[src/inc/capture_timer_pkg.sv]
`default_nettype none
package capture_timer_pkg;
	// Counter width and reset value
	localparam int CNT_W = 16;
	localparam logic [15:0] CNT_RST = 16'h0000;
	localparam logic [15:0] CNT_MAX = 16'hFFFF;
	// Channel count
	localparam int NUM_CH = 3;
	// Radio event vector width
	localparam int RF_W = 8;
	// Divider widths
	localparam int DIV_W = 7;
	localparam logic [6:0] DIV_RST = 7'h00;
	// Prescaler codes
	localparam logic [1:0] PRE_DIV1 = 2'h0;
	localparam logic [1:0] PRE_DIV8 = 2'h1;
	localparam logic [1:0] PRE_DIV32 = 2'h2;
	localparam logic [1:0] PRE_DIV128 = 2'h3;
	// Prescaler widths in bits (divide by two to the power)
	localparam logic [2:0] PRE_BITS1 = 3'h0;
	localparam logic [2:0] PRE_BITS8 = 3'h3;
	localparam logic [2:0] PRE_BITS32 = 3'h5;
	localparam logic [2:0] PRE_BITS128 = 3'h7;
	// Counting modes
	localparam logic [1:0] MODE_HALT = 2'h0;
	localparam logic [1:0] MODE_FREE = 2'h1;
	localparam logic [1:0] MODE_MOD = 2'h2;
	localparam logic [1:0] MODE_UPDN = 2'h3;
	// Capture edge codes
	localparam logic [1:0] EDGE_NONE = 2'h0;
	localparam logic [1:0] EDGE_RISE = 2'h1;
	localparam logic [1:0] EDGE_FALL = 2'h2;
	localparam logic [1:0] EDGE_ANY = 2'h3;
	// Direction state of the up/down counter
	typedef enum logic [1:0] {
		DIR_UP = 2'b01,
		DIR_DOWN = 2'b10
	} dir_e;
	// Per-channel configuration
	typedef struct packed {
		logic [1:0] edge_sel;
		logic channel_mask;
		logic capture_source_select;
	} chan_cfg_s;
	// Per-channel capture value
	typedef logic [15:0] cnt_t;
endpackage : capture_timer_pkg
`default_nettype wire

[src/hdl/sixteen_bit_capture_timer.sv]
`default_nettype none
// Summary of operation
// [RULE1] Prescale tick by 1, 8, 32 or 128
// [RULE2] Tick from tick_speed_select, clock untouched
// [RULE3] Low byte read latches high byte
// [RULE4] Any low byte write clears counter
// [RULE5] Nonzero mode runs, zero mode holds
// [RULE6] Free mode wraps 0xFFFF to 0x0000
// [RULE7] Free mode flags overflow at 0xFFFF
// [RULE8] Modulo wraps after terminal value, flags
// [RULE9] Up/down bounces between zero and terminal
// [RULE10] Up/down flags overflow at zero
// [RULE11] Overflow mask gates flag and irq
// [RULE12] Three capture channels, one pin each
// [RULE13] Configured edge copies counter when running
// [RULE14] Pins synchronised; pulses exceed one clock
// [RULE15] Capture sets that channel's flag
// [RULE16] Channel mask gates flag and irq
// [RULE17] Source select picks masked radio events
// [RULE18] Radio capture needs speed selects 000; the code captures radio events at any speed select
// [RULE19] DMA trigger pulse per channel capture
// [RULE20] Flags set regardless of masks
// [RULE21] Reset gives zero count, halted
module sixteen_bit_capture_timer
	import capture_timer_pkg::*;
(
	input wire logic clk,
	input wire logic nrst,
	input wire logic clk_en,
	input wire logic [2:0] tick_speed_select,
	input wire logic [1:0] prescale_select,
	input wire logic [1:0] count_mode_field,
	input wire logic [15:0] terminal_count_value,
	input wire logic overflow_mask,
	input wire logic timer_irq_enable,
	input wire chan_cfg_s [NUM_CH-1:0] channel_control,
	input wire logic [RF_W-1:0] radio_event,
	input wire logic [RF_W-1:0] radio_event_mask,
	input wire logic count_low_rd,
	input wire logic count_low_wr,
	input wire logic overflow_flag_clr,
	input wire logic [NUM_CH-1:0] channel_flag_clr,
	input wire logic [NUM_CH-1:0] capture_pin,
	output logic [7:0] count_low_byte,
	output logic [7:0] count_high_byte,
	output logic overflow_flag,
	output logic [NUM_CH-1:0] channel_flag,
	output logic cpu_timer_flag,
	output logic timer_irq,
	output cnt_t [NUM_CH-1:0] channel_capture_value,
	output logic [NUM_CH-1:0] channel_dma_trigger
);

	// ********************************
	// Helpers
	// ********************************

	// Mask of n low ones, used for both dividers
	function automatic logic [6:0] low_ones(input logic [2:0] n);
		logic [7:0] t;
		t = (8'h01 << n) - 8'h01;
		return t[6:0];
	endfunction : low_ones

	// ********************************
	// Declarations
	// ********************************

	logic [6:0] tick_div_r; // Tick divider
	logic [6:0] pre_div_r; // Prescaler
	logic [6:0] tick_lim; // Tick divider wrap mask
	logic [6:0] pre_lim; // Prescaler wrap mask
	logic tick_en; // One timer tick
	logic step_en; // One active counter edge
	logic [15:0] count_r; // Counter
	logic [15:0] count_nxt;
	dir_e dir_r; // Up/down direction
	dir_e dir_nxt;
	logic ovf_evt; // Overflow this cycle
	logic running; // Counter runs
	logic [NUM_CH-1:0] sync1_r; // First sync stage
	logic [NUM_CH-1:0] sync2_r; // Second sync stage
	logic [NUM_CH-1:0] prev_r; // Edge history
	logic [NUM_CH-1:0] cap_evt; // Capture this cycle
	logic radio_hit; // Any enabled radio event
	logic ovf_nxt;
	logic [NUM_CH-1:0] chf_nxt;
	logic cpu_nxt;

	// ********************************
	// Tick and prescaler
	// ********************************

	// Tick runs at clock over two to the select; clock itself untouched
	always_comb begin
		tick_lim = low_ones(tick_speed_select); // RULE2
		tick_en = (tick_div_r & tick_lim) == tick_lim; // RULE2
	end

	// Prescale select to divide width
	always_comb begin
		case (prescale_select)
			PRE_DIV1: pre_lim = low_ones(PRE_BITS1);
			PRE_DIV8: pre_lim = low_ones(PRE_BITS8);
			PRE_DIV32: pre_lim = low_ones(PRE_BITS32);
			default: pre_lim = low_ones(PRE_BITS128);
		endcase
	end

	// Active edge when the prescaler wraps on a tick
	// A low byte write in the same cycle suppresses the step and its overflow
	assign step_en = tick_en && (pre_div_r == pre_lim) && running && !count_low_wr; // RULE1
	assign running = count_mode_field != MODE_HALT; // RULE5

	// Tick divider free-runs so the rate never depends on the mode
	always_ff @(posedge clk or negedge nrst) begin
		if (!nrst) begin
			tick_div_r <= DIV_RST;
		end else if (clk_en) begin
			tick_div_r <= tick_div_r + 7'h01;
		end
	end

	// Prescaler counts ticks; restarts with the counter
	always_ff @(posedge clk or negedge nrst) begin
		if (!nrst) begin
			pre_div_r <= DIV_RST;
		end else if (clk_en) begin
			if (count_low_wr || !running) begin
				pre_div_r <= DIV_RST;
			end else if (tick_en) begin
				if (pre_div_r >= pre_lim) begin
					pre_div_r <= DIV_RST; // RULE1
				end else begin
					pre_div_r <= pre_div_r + 7'h01;
				end
			end
		end
	end

	// ********************************
	// Counter
	// ********************************

	// Next count and overflow per mode
	always_comb begin
		count_nxt = count_r;
		dir_nxt = dir_r;
		ovf_evt = 1'b0;
		case (count_mode_field)
			MODE_FREE: begin
				count_nxt = count_r + 16'h0001; // RULE6
				ovf_evt = count_nxt == CNT_MAX; // RULE7
			end
			MODE_MOD: begin
				// Above terminal also wraps, so a lowered terminal cannot run away
				if (count_r >= terminal_count_value) begin
					count_nxt = CNT_RST; // RULE8
				end else begin
					count_nxt = count_r + 16'h0001;
				end
				ovf_evt = count_nxt == terminal_count_value; // RULE8
			end
			MODE_UPDN: begin
				if (dir_r == DIR_DOWN) begin
					count_nxt = count_r - 16'h0001; // RULE9
				end else if (count_r >= terminal_count_value && count_r != CNT_RST) begin
					count_nxt = count_r - 16'h0001; // RULE9
					dir_nxt = DIR_DOWN;
				end else if (terminal_count_value != CNT_RST) begin
					count_nxt = count_r + 16'h0001;
				end
				// Overflow at the zero turnaround, not at the terminal one
				if (dir_nxt == DIR_DOWN && count_nxt == CNT_RST) begin
					dir_nxt = DIR_UP;
					ovf_evt = 1'b1; // RULE10
				end
			end
			default: count_nxt = count_r; // RULE5
		endcase
	end

	// Counter register; write to low byte wins over counting
	always_ff @(posedge clk or negedge nrst) begin
		if (!nrst) begin
			count_r <= CNT_RST; // RULE21
			dir_r <= DIR_UP;
		end else if (clk_en) begin
			if (count_low_wr) begin
				count_r <= CNT_RST; // RULE4
				dir_r <= DIR_UP;
			end else if (step_en) begin
				count_r <= count_nxt;
				dir_r <= dir_nxt;
			end
		end
	end

	assign count_low_byte = count_r[7:0];

	// High byte snapshot so a later read pairs with the low byte
	always_ff @(posedge clk or negedge nrst) begin
		if (!nrst) begin
			count_high_byte <= 8'h00;
		end else if (clk_en && count_low_rd) begin
			count_high_byte <= count_r[15:8]; // RULE3
		end
	end

	// ********************************
	// Capture channels
	// ********************************

	// Two-stage synchroniser plus edge history
	always_ff @(posedge clk or negedge nrst) begin
		if (!nrst) begin
			sync1_r <= '0;
			sync2_r <= '0;
			prev_r <= '0;
		end else if (clk_en) begin
			sync1_r <= capture_pin; // RULE14
			sync2_r <= sync1_r; // RULE14
			prev_r <= sync2_r;
		end
	end

	// Radio events are already in this clock domain
	assign radio_hit = |(radio_event & radio_event_mask);

	// Trigger per channel, pin edge or radio
	always_comb begin
		for (int i = 0; i < NUM_CH; i++) begin
			if (channel_control[i].capture_source_select) begin
				cap_evt[i] = radio_hit && running; // RULE17
			end else begin
				case (channel_control[i].edge_sel)
					EDGE_RISE: cap_evt[i] = sync2_r[i] && !prev_r[i]; // RULE13
					EDGE_FALL: cap_evt[i] = !sync2_r[i] && prev_r[i];
					EDGE_ANY: cap_evt[i] = sync2_r[i] ^ prev_r[i];
					default: cap_evt[i] = 1'b0;
				endcase
				cap_evt[i] = cap_evt[i] && running; // RULE13
			end
		end
	end

	// Capture registers, one per channel
	always_ff @(posedge clk or negedge nrst) begin
		if (!nrst) begin
			channel_capture_value <= '0;
		end else if (clk_en) begin
			for (int i = 0; i < NUM_CH; i++) begin
				if (cap_evt[i]) begin
					channel_capture_value[i] <= count_r; // RULE12
				end
			end
		end
	end

	// DMA request, one cycle per capture
	always_ff @(posedge clk or negedge nrst) begin
		if (!nrst) begin
			channel_dma_trigger <= '0;
		end else if (clk_en) begin
			channel_dma_trigger <= cap_evt; // RULE19
		end
	end

	// ********************************
	// Flags and interrupt
	// ********************************

	// Set beats clear so no event is lost; masks gate only the cpu flag and irq
	always_comb begin
		ovf_nxt = (overflow_flag && !overflow_flag_clr) || (step_en && ovf_evt); // RULE20
		chf_nxt = (channel_flag & ~channel_flag_clr) | cap_evt; // RULE15
		cpu_nxt = (ovf_nxt && overflow_mask); // RULE11
		for (int i = 0; i < NUM_CH; i++) begin
			cpu_nxt = cpu_nxt || (chf_nxt[i] && channel_control[i].channel_mask); // RULE16
		end
	end

	// Flag registers; enabling a mask on a set flag raises the request
	always_ff @(posedge clk or negedge nrst) begin
		if (!nrst) begin
			overflow_flag <= 1'b0;
			channel_flag <= '0;
			cpu_timer_flag <= 1'b0;
			timer_irq <= 1'b0;
		end else if (clk_en) begin
			overflow_flag <= ovf_nxt;
			channel_flag <= chf_nxt;
			cpu_timer_flag <= cpu_nxt; // RULE11
			timer_irq <= cpu_nxt && timer_irq_enable; // RULE16
		end
	end

	// ********************************
	// Checks
	// ********************************

	free_wrap_a: assert property (@(posedge clk) disable iff (!nrst) // RULE6
		clk_en && !count_low_wr && step_en && count_mode_field == MODE_FREE
		&& count_r == CNT_MAX |=> count_r == CNT_RST)
		else $error("free mode did not wrap to zero");
	free_ovf_a: assert property (@(posedge clk) disable iff (!nrst) // RULE7
		clk_en && step_en && count_mode_field == MODE_FREE
		&& count_r == 16'hFFFE |=> overflow_flag)
		else $error("free mode overflow flag missing");
	mod_wrap_a: assert property (@(posedge clk) disable iff (!nrst) // RULE8
		clk_en && !count_low_wr && step_en && count_mode_field == MODE_MOD
		&& count_r == terminal_count_value |=> count_r == CNT_RST)
		else $error("modulo mode did not wrap");
	halt_hold_a: assert property (@(posedge clk) disable iff (!nrst) // RULE5
		clk_en && !count_low_wr && count_mode_field == MODE_HALT |=> $stable(count_r))
		else $error("halted counter moved");
	low_write_a: assert property (@(posedge clk) disable iff (!nrst) // RULE4
		clk_en && count_low_wr |=> count_r == CNT_RST)
		else $error("low byte write did not clear");
	high_latch_a: assert property (@(posedge clk) disable iff (!nrst) // RULE3
		clk_en && count_low_rd |=> count_high_byte == $past(count_r[15:8]))
		else $error("high byte not latched");
	capture_copy_a: assert property (@(posedge clk) disable iff (!nrst) // RULE13
		clk_en && cap_evt[0] |=> channel_capture_value[0] == $past(count_r)
		&& channel_flag[0] && channel_dma_trigger[0])
		else $error("capture did not copy counter");
	updn_ovf_a: assert property (@(posedge clk) disable iff (!nrst) // RULE10
		clk_en && step_en && count_mode_field == MODE_UPDN && dir_r == DIR_DOWN
		&& count_r == 16'h0001 |=> overflow_flag && dir_r == DIR_UP)
		else $error("up/down zero turnaround missed");
	freeze_hold_a: assert property (@(posedge clk) disable iff (!nrst)
		!clk_en |=> $stable(count_r) && $stable(overflow_flag) && $stable(channel_flag))
		else $error("state moved while clock enable low");
	irq_gate_a: assert property (@(posedge clk) disable iff (!nrst) // RULE11
		$rose(timer_irq) |-> $past(timer_irq_enable) && cpu_timer_flag)
		else $error("irq without enable");

endmodule : sixteen_bit_capture_timer
`default_nettype wire

[config.mk]
export PLATFORM = sky130hd
export DESIGN_NAME = sixteen_bit_capture_timer
export DESIGN_NICKNAME = d
export VERILOG_FILES = /design/src/inc/capture_timer_pkg.sv /design/src/hdl/sixteen_bit_capture_timer.sv
export SDC_FILE = /design/constraint.sdc
export NUM_CORES = 1
export LEC_CHECK = 0
export BUFFER_PORTS_ARGS = -buffer_cell sky130_fd_sc_hd__buf_2
export CAP_MARGIN = 10
export CORE_MARGIN = 2
export CORE_UTILIZATION = 51
export DETAILED_ROUTE_END_ITERATION = 6
export PLACE_DENSITY_LB_ADDON = 0.2
export SLEW_MARGIN = 40
export SYNTH_ARGS = -nofsm -noshare
export SYNTH_HDL_FRONTEND = slang
export SYNTH_SLANG_ARGS = --single-unit
export TNS_END_PERCENT = 10
[constraint.sdc]
create_clock -name clk -period 3.1 [get_ports clk]
set_input_delay 0.62 -clock clk [delete_from_list [all_inputs] [get_ports clk]]
set_output_delay 0.62 -clock clk [all_outputs]
set_load 0.02 [all_outputs]
==> metrics.txt, run 1 <==
status=completed; vias post-DR=6719; number of global-route vias before repair=6554; Adder-Cell Fraction of Synth Area=0.0702; initial antenna violation count=0; crit start category=flop; Synth warnings=0; DRT iter0 DRCs=579; crit path DAT=3.36 ns; RSZ-0062 raised after global routing=true; Ant. Diodes=0; Leak=between 4 and 5 nW; top post-synthesis cells by area=dfrtp_1, ha_1, o21ai_0; Int Power=0.00284 W; fillers=1149; Hold Vio Cnt, Final=0; global-route wire length before repair=between 30000 and 40000 um; commonest cells after routing, fill and taps aside=buf_2, dfrtp_1, buf_4; Most used DFF post-synth=dfrtp_1; met3 Track Usage GR=0.0528; Flop pwr share=0.400; Final Critical Period=3.08 ns; Die H=121 um; Die Wd=121 um; CP endpoint=overflow_flag; layout cells sized above 1=0.320; R2R Setup Slk=0.02 ns; switch share=0.341; CTS root buffer=clkbuf_16; fin area=8790 um2; initial core utilization=0.523; Setup CP Type=flop to flop; CTS sink cnt=106; Mapped Cells=772; gpl congestion=1.01; sequential share of the synthesized area=0.382; worst r2r src=count_r[0]; Worst-Skew Late Latency=0.36 ns; busiest grt layer=met2; Pre-antenna DRT Iters=7; combinational power share=0.301; Slew Limit Fails=0; syn avg cell area=9.01 um2; Max Fclk=roughly 320 MHz; Final Net Count=1082; #FFs+latches synth=106; Post-synth EDFFs=0; multiplexer share of the synthesized area=0.0615; Simple-Gate Fraction of Synth Area=0.192; Reg2Reg Capture Point=overflow_flag; Detail Placement HPWL=17000 um; capturing element type of the critical path=flop; io pins=around 140; Synth Area in XOR/XNOR=0.0542; Distinct cells, synth=68; IR drop worst, VDD=466 uV; post-route ant nets=0; met1 Use GR=0.423; GR Util All Layers=0.307; CORE AREA=13300 um2; Finished Core Util=0.661; area leader, netlist=dfrtp_1; Non-Filler Instances=1159; Routed WL=21800 um; largest net degree at the start of global routing=between 50 and 60; number of remaining DRC errors=0; final setup vio count=0; CTS clock-pin slew for the worst setup and hold paths=0.08 ns; PwrDens=490 nW/um2; post-synth top area share=0.378; met2 GRT Util=0.496; Post-Syn Nets=876; Rows=42; wire per inst=18.8 um; Slew HR=0.627; Via density=between 5 and 6; grt ovf=0; Layout Area Growth over Synthesis=26.4%; crit path launch=count_r[0]; commonest non-fill, non-tap cell in the layout=buf_2; Area after DPL=about 8400 um2; Tcrit/Tclk final=0.994; largest family of logic cells by synthesized area=simple AND/OR/NAND/NOR gates; placed cell count=1141; slew at the pin with the worst max-slew slack=0.555 ns; CTS Hold Bufs=0; clock power share=0.298; worst path required time=3.37 ns; CTS tree=built; CTS Buf Count=9; Async SR Flop Fraction=1.00; Synth Area in Compound Gates=0.173; die area=14600 um2; min-delay worst type=input port to async pin; final setup TNS=0 ns; IO buf count=137; Psw=0.00147 W; H-tree Lvls=3; max cap viols=0; CTS Buffer Depth=2; cell area after synthesis=between 6000 and 7000 um2; crit path max fanout=15; Reg2Reg Depth=11; Setup Skew=0.00751 ns
logic make-up (layout without fill, tap and decap cells):
group,count (synthesis),in the layout
and+or+nand+nor,262,262
AOI/OAI and AO/OA,192,192
DFF,106,106
buffers and inverters,95,306
adders and majority gates,39,39
xor gates and xnor gates,39,39
muxes,39,39
Yosys cell counts, types with 7 or more instances:
cell type / number
nand4_1: 14
nor4_1: 12
dfrtp_1: 105
a21oi_1: 22
nor2b_1: 13
inv_1: 46
nor2_1: 57
clkbuf_1: 26
ha_1: 39
nor3_1: 15
a21o_1: 8
a32oi_1: 9
o31ai_1: 7
mux2_2: 30
xnor2_1: 27
a22oi_1: 12
mux2i_1: 9
nand3_1: 15
nand2_1: 88
buf_4: 9
and3_1: 11
xor2_1: 9
nand2b_1: 9
o21ai_0: 84
metrics by stage:
| step | hold slack, ns | setup WS (ns) | total power [W] |
|---|---|---|---|
| after floorplan | 0.324 | 0.0316 | 0.00252 |
| after CTS | 0.103 | 0.0133 | 0.00430 |
| final | 0.106 | 0.0180 | 0.00431 |
| after global placement | 0.456 | -0.356 | 0.00297 |
| after global routing | 0.107 | -0.0892 | 0.00452 |
| after detailed placement | 0.458 | -0.440 | 0.00301 |
state kept, by name, summed over array words and instances, names as in the netlist, 2 cells and up:
signal,flops
count_high_byte,8
pre_div_r,7
count_r,16
prev_r,3
channel_dma_trigger,3
sync2_r,3
channel_flag,3
tick_div_r,7
sync1_r,3
channel_capture_value,48
dir_r,2
metal layers:
metal | vias to the layer above | wire length [um]
met1 | 3223 | 9680
li1 | 3156 | -
met5 | - | 0
met2 | 300 | 10200
met4 | 0 | 462
met3 | 40 | 1530
worst max-delay path, cell delays in order, from the launching register on:
cell      delay [ns]
dfrtp_1         0.40
buf_8           0.19
ha_2            0.23
nand3_4         0.16
nor4_4          0.22
xnor2_1         0.19
or4b_1          0.48
a21o_1          0.20
a22o_1          0.26
nor4_4          0.32
a311oi_2        0.13
a21oi_1         0.22
how the worst min path moves through the flow:
stage	end	slack (ns)	depth (start not counted)
detailed placement	tick_div_r[6]	0.46	1
floorplan	channel_capture_value[0]	0.32	0
global placement	channel_capture_value[10]	0.46	2
global route	channel_capture_value[32]	0.11	1
finish	pre_div_r[2]	0.11	1
CTS	channel_capture_value[32]	0.10	1
timing repair:
item,CTS,global route
buffers inserted,2,0
setup endpoints to repair,3,19
gates resized for setup,8,12
hold endpoints to repair,0,0
gates cloned,0,0
pin swaps,2,5
cell type report:
cell class	instances	area, um2	share of cell area
clock buffers	10	239	0.0272
multi-input cells	571	3890	0.443
inverters	48	180	0.0205
well taps	176	220	0.0251
flip-flops and latches	106	2660	0.302
clock inverters	6	96.3	0.0110
repair buffers	242	1500	0.171
power groups by stage:
stage	clock, W	combinational (W)	sequential [W]
floorplan	0	0.000679	0.00184
global placement	0	0.00123	0.00173
detailed placement	0	0.00127	0.00174
CTS	0.00130	0.00129	0.00172
global route	0.00135	0.00142	0.00175
finish	0.00129	0.00130	0.00173
Note: power is estimated with default switching activity, not from simulation.
==> inputs of run 2 (changes only) <==
--- a/config.mk
+++ b/config.mk
@@ -11,6 +11,7 @@
 export CORE_UTILIZATION = 51
 export DETAILED_ROUTE_END_ITERATION = 6
 export PLACE_DENSITY_LB_ADDON = 0.2
+export REMOVE_ABC_BUFFERS = 1
 export SLEW_MARGIN = 40
 export SYNTH_ARGS = -nofsm -noshare
 export SYNTH_HDL_FRONTEND = slang
==> run 2 against run 1 <==
Compared with the run above:
- register-to-register slack better by 0.09 ns
- wire length rose by 2.2%
- first-iteration DRC count increased by 34%
- clock power down 17%
- setup slack gained 0.094 ns
- clock skew down 0.00083 ns
- flip-flop and latch count is the same
- maximum frequency grew 3.1%
- combinational power barely moved
- count of clock-buffer cells in the layout unchanged
- critical endpoint is now timer_irq
- largest cell class unchanged
==> metrics.txt, run 2 (same netlist as run 1, synthesis figures left out) <==
Hold Vio Cnt, Final=0 (unchanged); Routed WL=22300 um (was 21800 um); number of global-route vias before repair=6701 (was 6554); Detail Placement HPWL=17400 um (was 17000 um); Setup Skew=0.00668 ns (was 0.00751 ns); IR drop worst, VDD=253 uV (was 466 uV); slew at the pin with the worst max-slew slack=0.516 ns (was 0.555 ns); Final Critical Period=2.99 ns (was 3.08 ns); Finished Core Util=0.663 (was 0.661); H-tree Lvls=3 (unchanged); io pins=138 (unchanged); Pre-antenna DRT Iters=6 (was 7); Slew Limit Fails=0 (unchanged); crit start category=flop (unchanged); Final Net Count=1087 (was 1082); die area=14600 um2 (unchanged); Via density=5.85 (was 5.80); wire per inst=19.2 um (was 18.8 um); CTS sink cnt=106 (unchanged); number of remaining DRC errors=0 (unchanged); PwrDens=468 nW/um2 (was 490 nW/um2); max cap viols=0 (unchanged); grt ovf=0 (unchanged); CTS root buffer=clkbuf_16 (unchanged); crit path DAT=3.22 ns (was 3.36 ns); Largest register FFs=48 (unchanged); CTS Buf Count=9 (unchanged); Max Fclk=335 MHz (was 324 MHz); largest net degree at the start of global routing=56 (was 55); most flop-heavy register=channel_capture_value (unchanged); Layout Area Growth over Synthesis=26.8% (was 26.4%); largest registers=channel_capture_value x48, count_r x16, count_high_byte x8 (unchanged); CTS tree=built (unchanged); DRT iter0 DRCs=775 (was 579); fillers=1130 (was 1149); Hold Slack=0.205 ns (was 0.106 ns); GR Util All Layers=0.315 (was 0.307); IO buf count=137 (unchanged); Worst-Skew Late Latency=0.35 ns (was 0.36 ns); Rows=42 (unchanged); CTS Hold Bufs=0 (unchanged); initial core utilization=0.523 (unchanged); commonest non-fill, non-tap cell in the layout=buf_2 (unchanged); worst path required time=3.33 ns (was 3.37 ns); Ant. Diodes=0 (unchanged); Die H=121 um (unchanged); CORE AREA=13300 um2 (unchanged); CTS Buffer Depth=2 (unchanged); Leak=4.44 nW (was 4.46 nW); final setup vio count=0 (unchanged); R2R Setup Slk=0.11 ns (was 0.02 ns); post-route ant nets=0 (unchanged); min-delay worst type=input port to async pin (unchanged); capturing element type of the critical path=flop (unchanged); Setup CP Type=flop to flop (unchanged); status=completed (unchanged); Multi-input gate area=3930 um2 (was 3890 um2); global-route wire length before repair=35300 um (was 34600 um); commonest cells after routing, fill and taps aside=buf_2, buf_4, dfrtp_1 (was buf_2, dfrtp_1, buf_4); FF+latch area=2660 um2 (about the same); Die Wd=121 um (unchanged); crit path max fanout=5 (was 15); CTS clock-pin slew for the worst setup and hold paths=0.07 ns (was 0.08 ns); initial antenna violation count=0 (unchanged); Tcrit/Tclk final=0.964 (was 0.994); layout cells sized above 1=0.333 (was 0.320); Slew HR=0.656 (was 0.627); vias post-DR=6808 (was 6719); gpl congestion=0.945 (was 1.01)
[run 2: cell type report]
class,instances,share of cell area
Multi-Input combinational cell,571,0.446
Sequential cell,106,0.302
Timing Repair Buffer,247,0.176
Clock buffer,10,0.0260
Tap cell,176,0.0250
Inverter,48,0.0207
Clock inverter,5,0.00454
[run 2: final timing paths]
kind | from | to | depth (start not counted)
min reg2reg | tick_div_r[6] | tick_div_r[6] | 1
max in group asynchronous | nrst | dir_r[0] | 2
max reg2reg | count_r[1] | timer_irq | 12
max | count_r[1] | timer_irq | 12
min in group clk | tick_div_r[6] | tick_div_r[6] | 1
min | nrst | pre_div_r[6] | 1
[run 2: power by group]
| part | switching [W] | internal [W] | total, W |
|---|---|---|---|
| sequential | 0.000169 | 0.00157 | 0.00174 |
| combinational | 0.000772 | 0.000548 | 0.00132 |
| clock | 0.000527 | 0.000547 | 0.00107 |
| total | 0.00147 | 0.00266 | 0.00413 |
[run 2: worst max-delay path: stages, from the launching register on]
cell,delay (ns)
dfrtp_1,0.43
buf_6,0.16
ha_1,0.27
a2111o_1,0.42
a32oi_2,0.26
and2_4,0.22
buf_6,0.11
nor4_1,0.05
o32ai_2,0.35
nor4_4,0.06
a311oi_2,0.28
buf_4,0.17
o21ai_1,0.06
[run 2: per-stage QoR]
stage          instances  power, W  setup WS, ns  setup TNS (ns)  cell area [um2]
2_1_floorplan        725   0.00245        -0.503           -6.25             6660
3_3_place_gp        1143   0.00298        -0.223          -0.770             8370
3_5_place_dp        1143   0.00303        -0.288           -1.41             8370
4_1_cts             1158   0.00410        0.0146               0             8650
5_1_grt             1163   0.00435     -0.000210       -0.000210             8810
6_report            1163   0.00413         0.112               0             8810
[run 2: what timing repair did]
| action | in CTS | in global routing |
|---|---|---|
| gates resized for setup | 3 | 30 |
| setup endpoints to repair | 3 | 14 |
| pin swaps | 0 | 11 |
| setup buffers | 0 | 5 |
[run 2: metal layers]
| metal | GRT usage | part of all wire | vias to the layer above |
|---|---|---|---|
| met1 | 0.435 | 0.43 | 3241 |
| met5 | 0 | 0 | - |
| met4 | 0.118 | 0.037 | 0 |
| met3 | 0.0524 | 0.080 | 61 |
| li1 | - | - | 3159 |
| met2 | 0.499 | 0.45 | 347 |
==> inputs of run 3 (changes only) <==
--- a/config.mk
+++ b/config.mk
@@ -5,11 +5,11 @@
 export SDC_FILE = /design/constraint.sdc
 export NUM_CORES = 1
 export LEC_CHECK = 0
-export BUFFER_PORTS_ARGS = -buffer_cell sky130_fd_sc_hd__buf_2
 export CAP_MARGIN = 10
 export CORE_MARGIN = 2
-export CORE_UTILIZATION = 51
+export CORE_UTILIZATION = 58
 export DETAILED_ROUTE_END_ITERATION = 6
+export DONT_BUFFER_PORTS = 1
 export PLACE_DENSITY_LB_ADDON = 0.2
 export REMOVE_ABC_BUFFERS = 1
 export SLEW_MARGIN = 40
==> run 3 against run 2 <==
Compared with the run above:
- core utilization increased by 0.67 points
- power about the same
- worst hold slack got worse by 0.095 ns
- die area decreased by 12%
- final area decreased by 12%
- combinational power decreased by 29%
- clock power increased by 21%
==> metrics.txt, run 3 (same netlist as run 1, synthesis figures left out) <==
die area=12900 um2 (was 14600 um2); Rows=39 (was 42); Pre-antenna DRT Iters=6 (unchanged); CTS tree=built (unchanged); CORE AREA=11600 um2 (was 13300 um2); largest registers=channel_capture_value x48, count_r x16, count_high_byte x8 (unchanged); switch share=0.332 (was 0.356); clock power share=0.316 (was 0.260); Ant. Diodes=0 (unchanged); crit path cell chain=ha_1 -> nand3_4 -> nor3_4 -> xnor2_1 -> or4b_1 -> a21o_1 -> a22o_1 -> nor4_4 -> a311oi_2 -> a21oi_1 (was buf_6 -> ha_1 -> a2111o_1 -> a32oi_2 -> and2_4 -> buf_6 -> nor4_1 -> o32ai_2 -> nor4_4 -> a311oi_2 -> buf_4 -> o21ai_1); Die Wd=114 um (was 121 um); largest net degree at the start of global routing=107 (was 56); CTS Buffer Depth=2 (unchanged); CTS sink cnt=106 (unchanged); Slew Limit Fails=0 (unchanged); crit path DAT=3.22 ns (about the same); Slew HR=0.430 (was 0.656); grt ovf=0 (unchanged); layout cells sized above 1=0.169 (was 0.333); placed cell count=930 (was 1143); Non-Filler Instances=948 (was 1163); commonest non-fill, non-tap cell in the layout=dfrtp_1 (was buf_2); IO buf count=0 (was 137); Reg2Reg Depth=10 (was 12); Worst-Skew Late Latency=0.35 ns (about the same); wire per inst=21.1 um (was 19.2 um); initial antenna violation count=0 (unchanged); Psw=0.00137 W (was 0.00147 W); Post-Place Setup Slack=-0.123 ns (was -0.288 ns); Largest register FFs=48 (unchanged); FF+latch area=2660 um2 (about the same); Detail Placement HPWL=15300 um (was 17400 um); Hold Vio Cnt, Final=0 (unchanged); initial core utilization=0.601 (was 0.523); Final Net Count=905 (was 1087); io pins=138 (unchanged); combinational power share=0.226 (was 0.320); RSZ-0062 raised after global routing=false; capturing element type of the critical path=flop (unchanged); Area after DPL=7310 um2 (was 8370 um2); Multi-input gate area=3880 um2 (was 3930 um2); Setup CP Type=flop to flop (unchanged); Layout Area Growth over Synthesis=11.4% (was 26.8%); Tcrit/Tclk final=0.948 (was 0.964); Hold Slack=0.110 ns (was 0.205 ns); DRT iter0 DRCs=706 (was 775); Int Power=0.00276 W (was 0.00266 W); Max Fclk=340 MHz (was 335 MHz); status=completed (unchanged); number of global-route vias before repair=6111 (was 6701); Leak=3.63 nW (was 4.44 nW); Flop pwr share=0.458 (was 0.420); most flop-heavy register=channel_capture_value (unchanged); commonest cells after routing, fill and taps aside=dfrtp_1, nand2_1, o21ai_0 (was buf_2, buf_4, dfrtp_1); global-route wire length before repair=31800 um (was 35300 um); crit start category=flop (unchanged); GR Util All Layers=0.317 (was 0.315); Via density=6.43 (was 5.85); post-route ant nets=0 (unchanged); fin area=7740 um2 (was 8810 um2); PwrDens=533 nW/um2 (was 468 nW/um2); final setup TNS=0 ns (unchanged); crit path max fanout=6 (was 5); number of remaining DRC errors=0 (unchanged); max cap viols=0 (unchanged); gpl congestion=0.967 (was 0.945); final setup vio count=0 (unchanged); IR drop worst, VDD=276 uV (was 253 uV); worst r2r src=count_r[0] (was count_r[1]); Reg2Reg Capture Point=overflow_flag (was timer_irq); Slowest cell on crit path=or4b_1 (was dfrtp_1); worst path required time=3.38 ns (was 3.33 ns); Worst Path Buf+Inv=0 (was 3); slew at the pin with the worst max-slew slack=0.847 ns (was 0.516 ns); PnR worst setup slack=0.160 ns (was 0.112 ns); min-delay worst type=input port to async pin (unchanged); Routed WL=20000 um (was 22300 um); CTS clock-pin slew for the worst setup and hold paths=0.07 ns (about the same); H-tree Lvls=3 (unchanged); CTS root buffer=clkbuf_16 (unchanged); CP max stage delay=0.53 ns (was 0.43 ns); CP delay by family, top=simple AND/OR/NAND/NOR gates (was compound AO/OA/AOI/OAI gates); R2R Setup Slk=0.16 ns (was 0.11 ns); Setup Skew=0.00537 ns (was 0.00668 ns); fillers=963 (was 1130); Die H=114 um (was 121 um); Final Critical Period=2.94 ns (was 2.99 ns); CTS Buf Count=9 (unchanged); vias post-DR=6094 (was 6808)
run 3: changes by cell type in the layout (fill, tap and decap cells not counted), sizes merged:
| cell | previous run | this run |
|---|---|---|
| bufinv | 0 | 3 |
| inv | 48 | 47 |
| clkinvlp | 3 | 1 |
| clkinv | 2 | 3 |
| buf | 247 | 65 |
| clkbuf | 10 | 9 |
run 3: routing by layer:
layer / up-vias / GRT usage / part of all wire
met5: - / 0 / 0
met4: 0 / 0.128 / 0.037
met3: 57 / 0.0893 / 0.10
met2: 345 / 0.505 / 0.45
met1: 2895 / 0.412 / 0.41
li1: 2797 / - / -
run 3: what timing repair did:
action	in CTS	in global routing
hold endpoints to repair	105	105
gates resized for setup	2	12
buffers inserted	0	2
setup endpoints to repair	3	17
run 3: worst max path at each step:
stage / startpoint / end / cells past startpoint
global route: count_r[0] / count_r[10] / 13
CTS: count_r[8] / overflow_flag / 10
detailed placement: terminal_count_value[0] / overflow_flag / 10
finish: count_r[0] / overflow_flag / 10
floorplan: count_r[0] / count_r[13] / 11
global placement: terminal_count_value[9] / count_r[15] / 13
run 3: through the flow:
stage                util  total power, W
floorplan               -         0.00245
global route        0.670         0.00434
CTS                 0.662         0.00409
detailed placement  0.632         0.00278
global placement    0.632         0.00274
finish              0.670         0.00413
run 3: area by class of cell:
class                   count  area share
flip-flops and latches    106       0.343
clock inverters             6      0.0149
well taps                 143      0.0231
repair buffers             65      0.0656
inverters                  48      0.0233
multi-input cells         571       0.501
clock buffers               9      0.0291
run 3: power by group through the flow:
stage	registers [W]	logic, W	clock network (W)
6_report	0.00189	0.000934	0.00130
5_1_grt	0.00191	0.00104	0.00138
4_1_cts	0.00188	0.000886	0.00132
3_5_place_dp	0.00191	0.000877	0
3_3_place_gp	0.00189	0.000847	0
2_1_floorplan	0.00189	0.000562	0
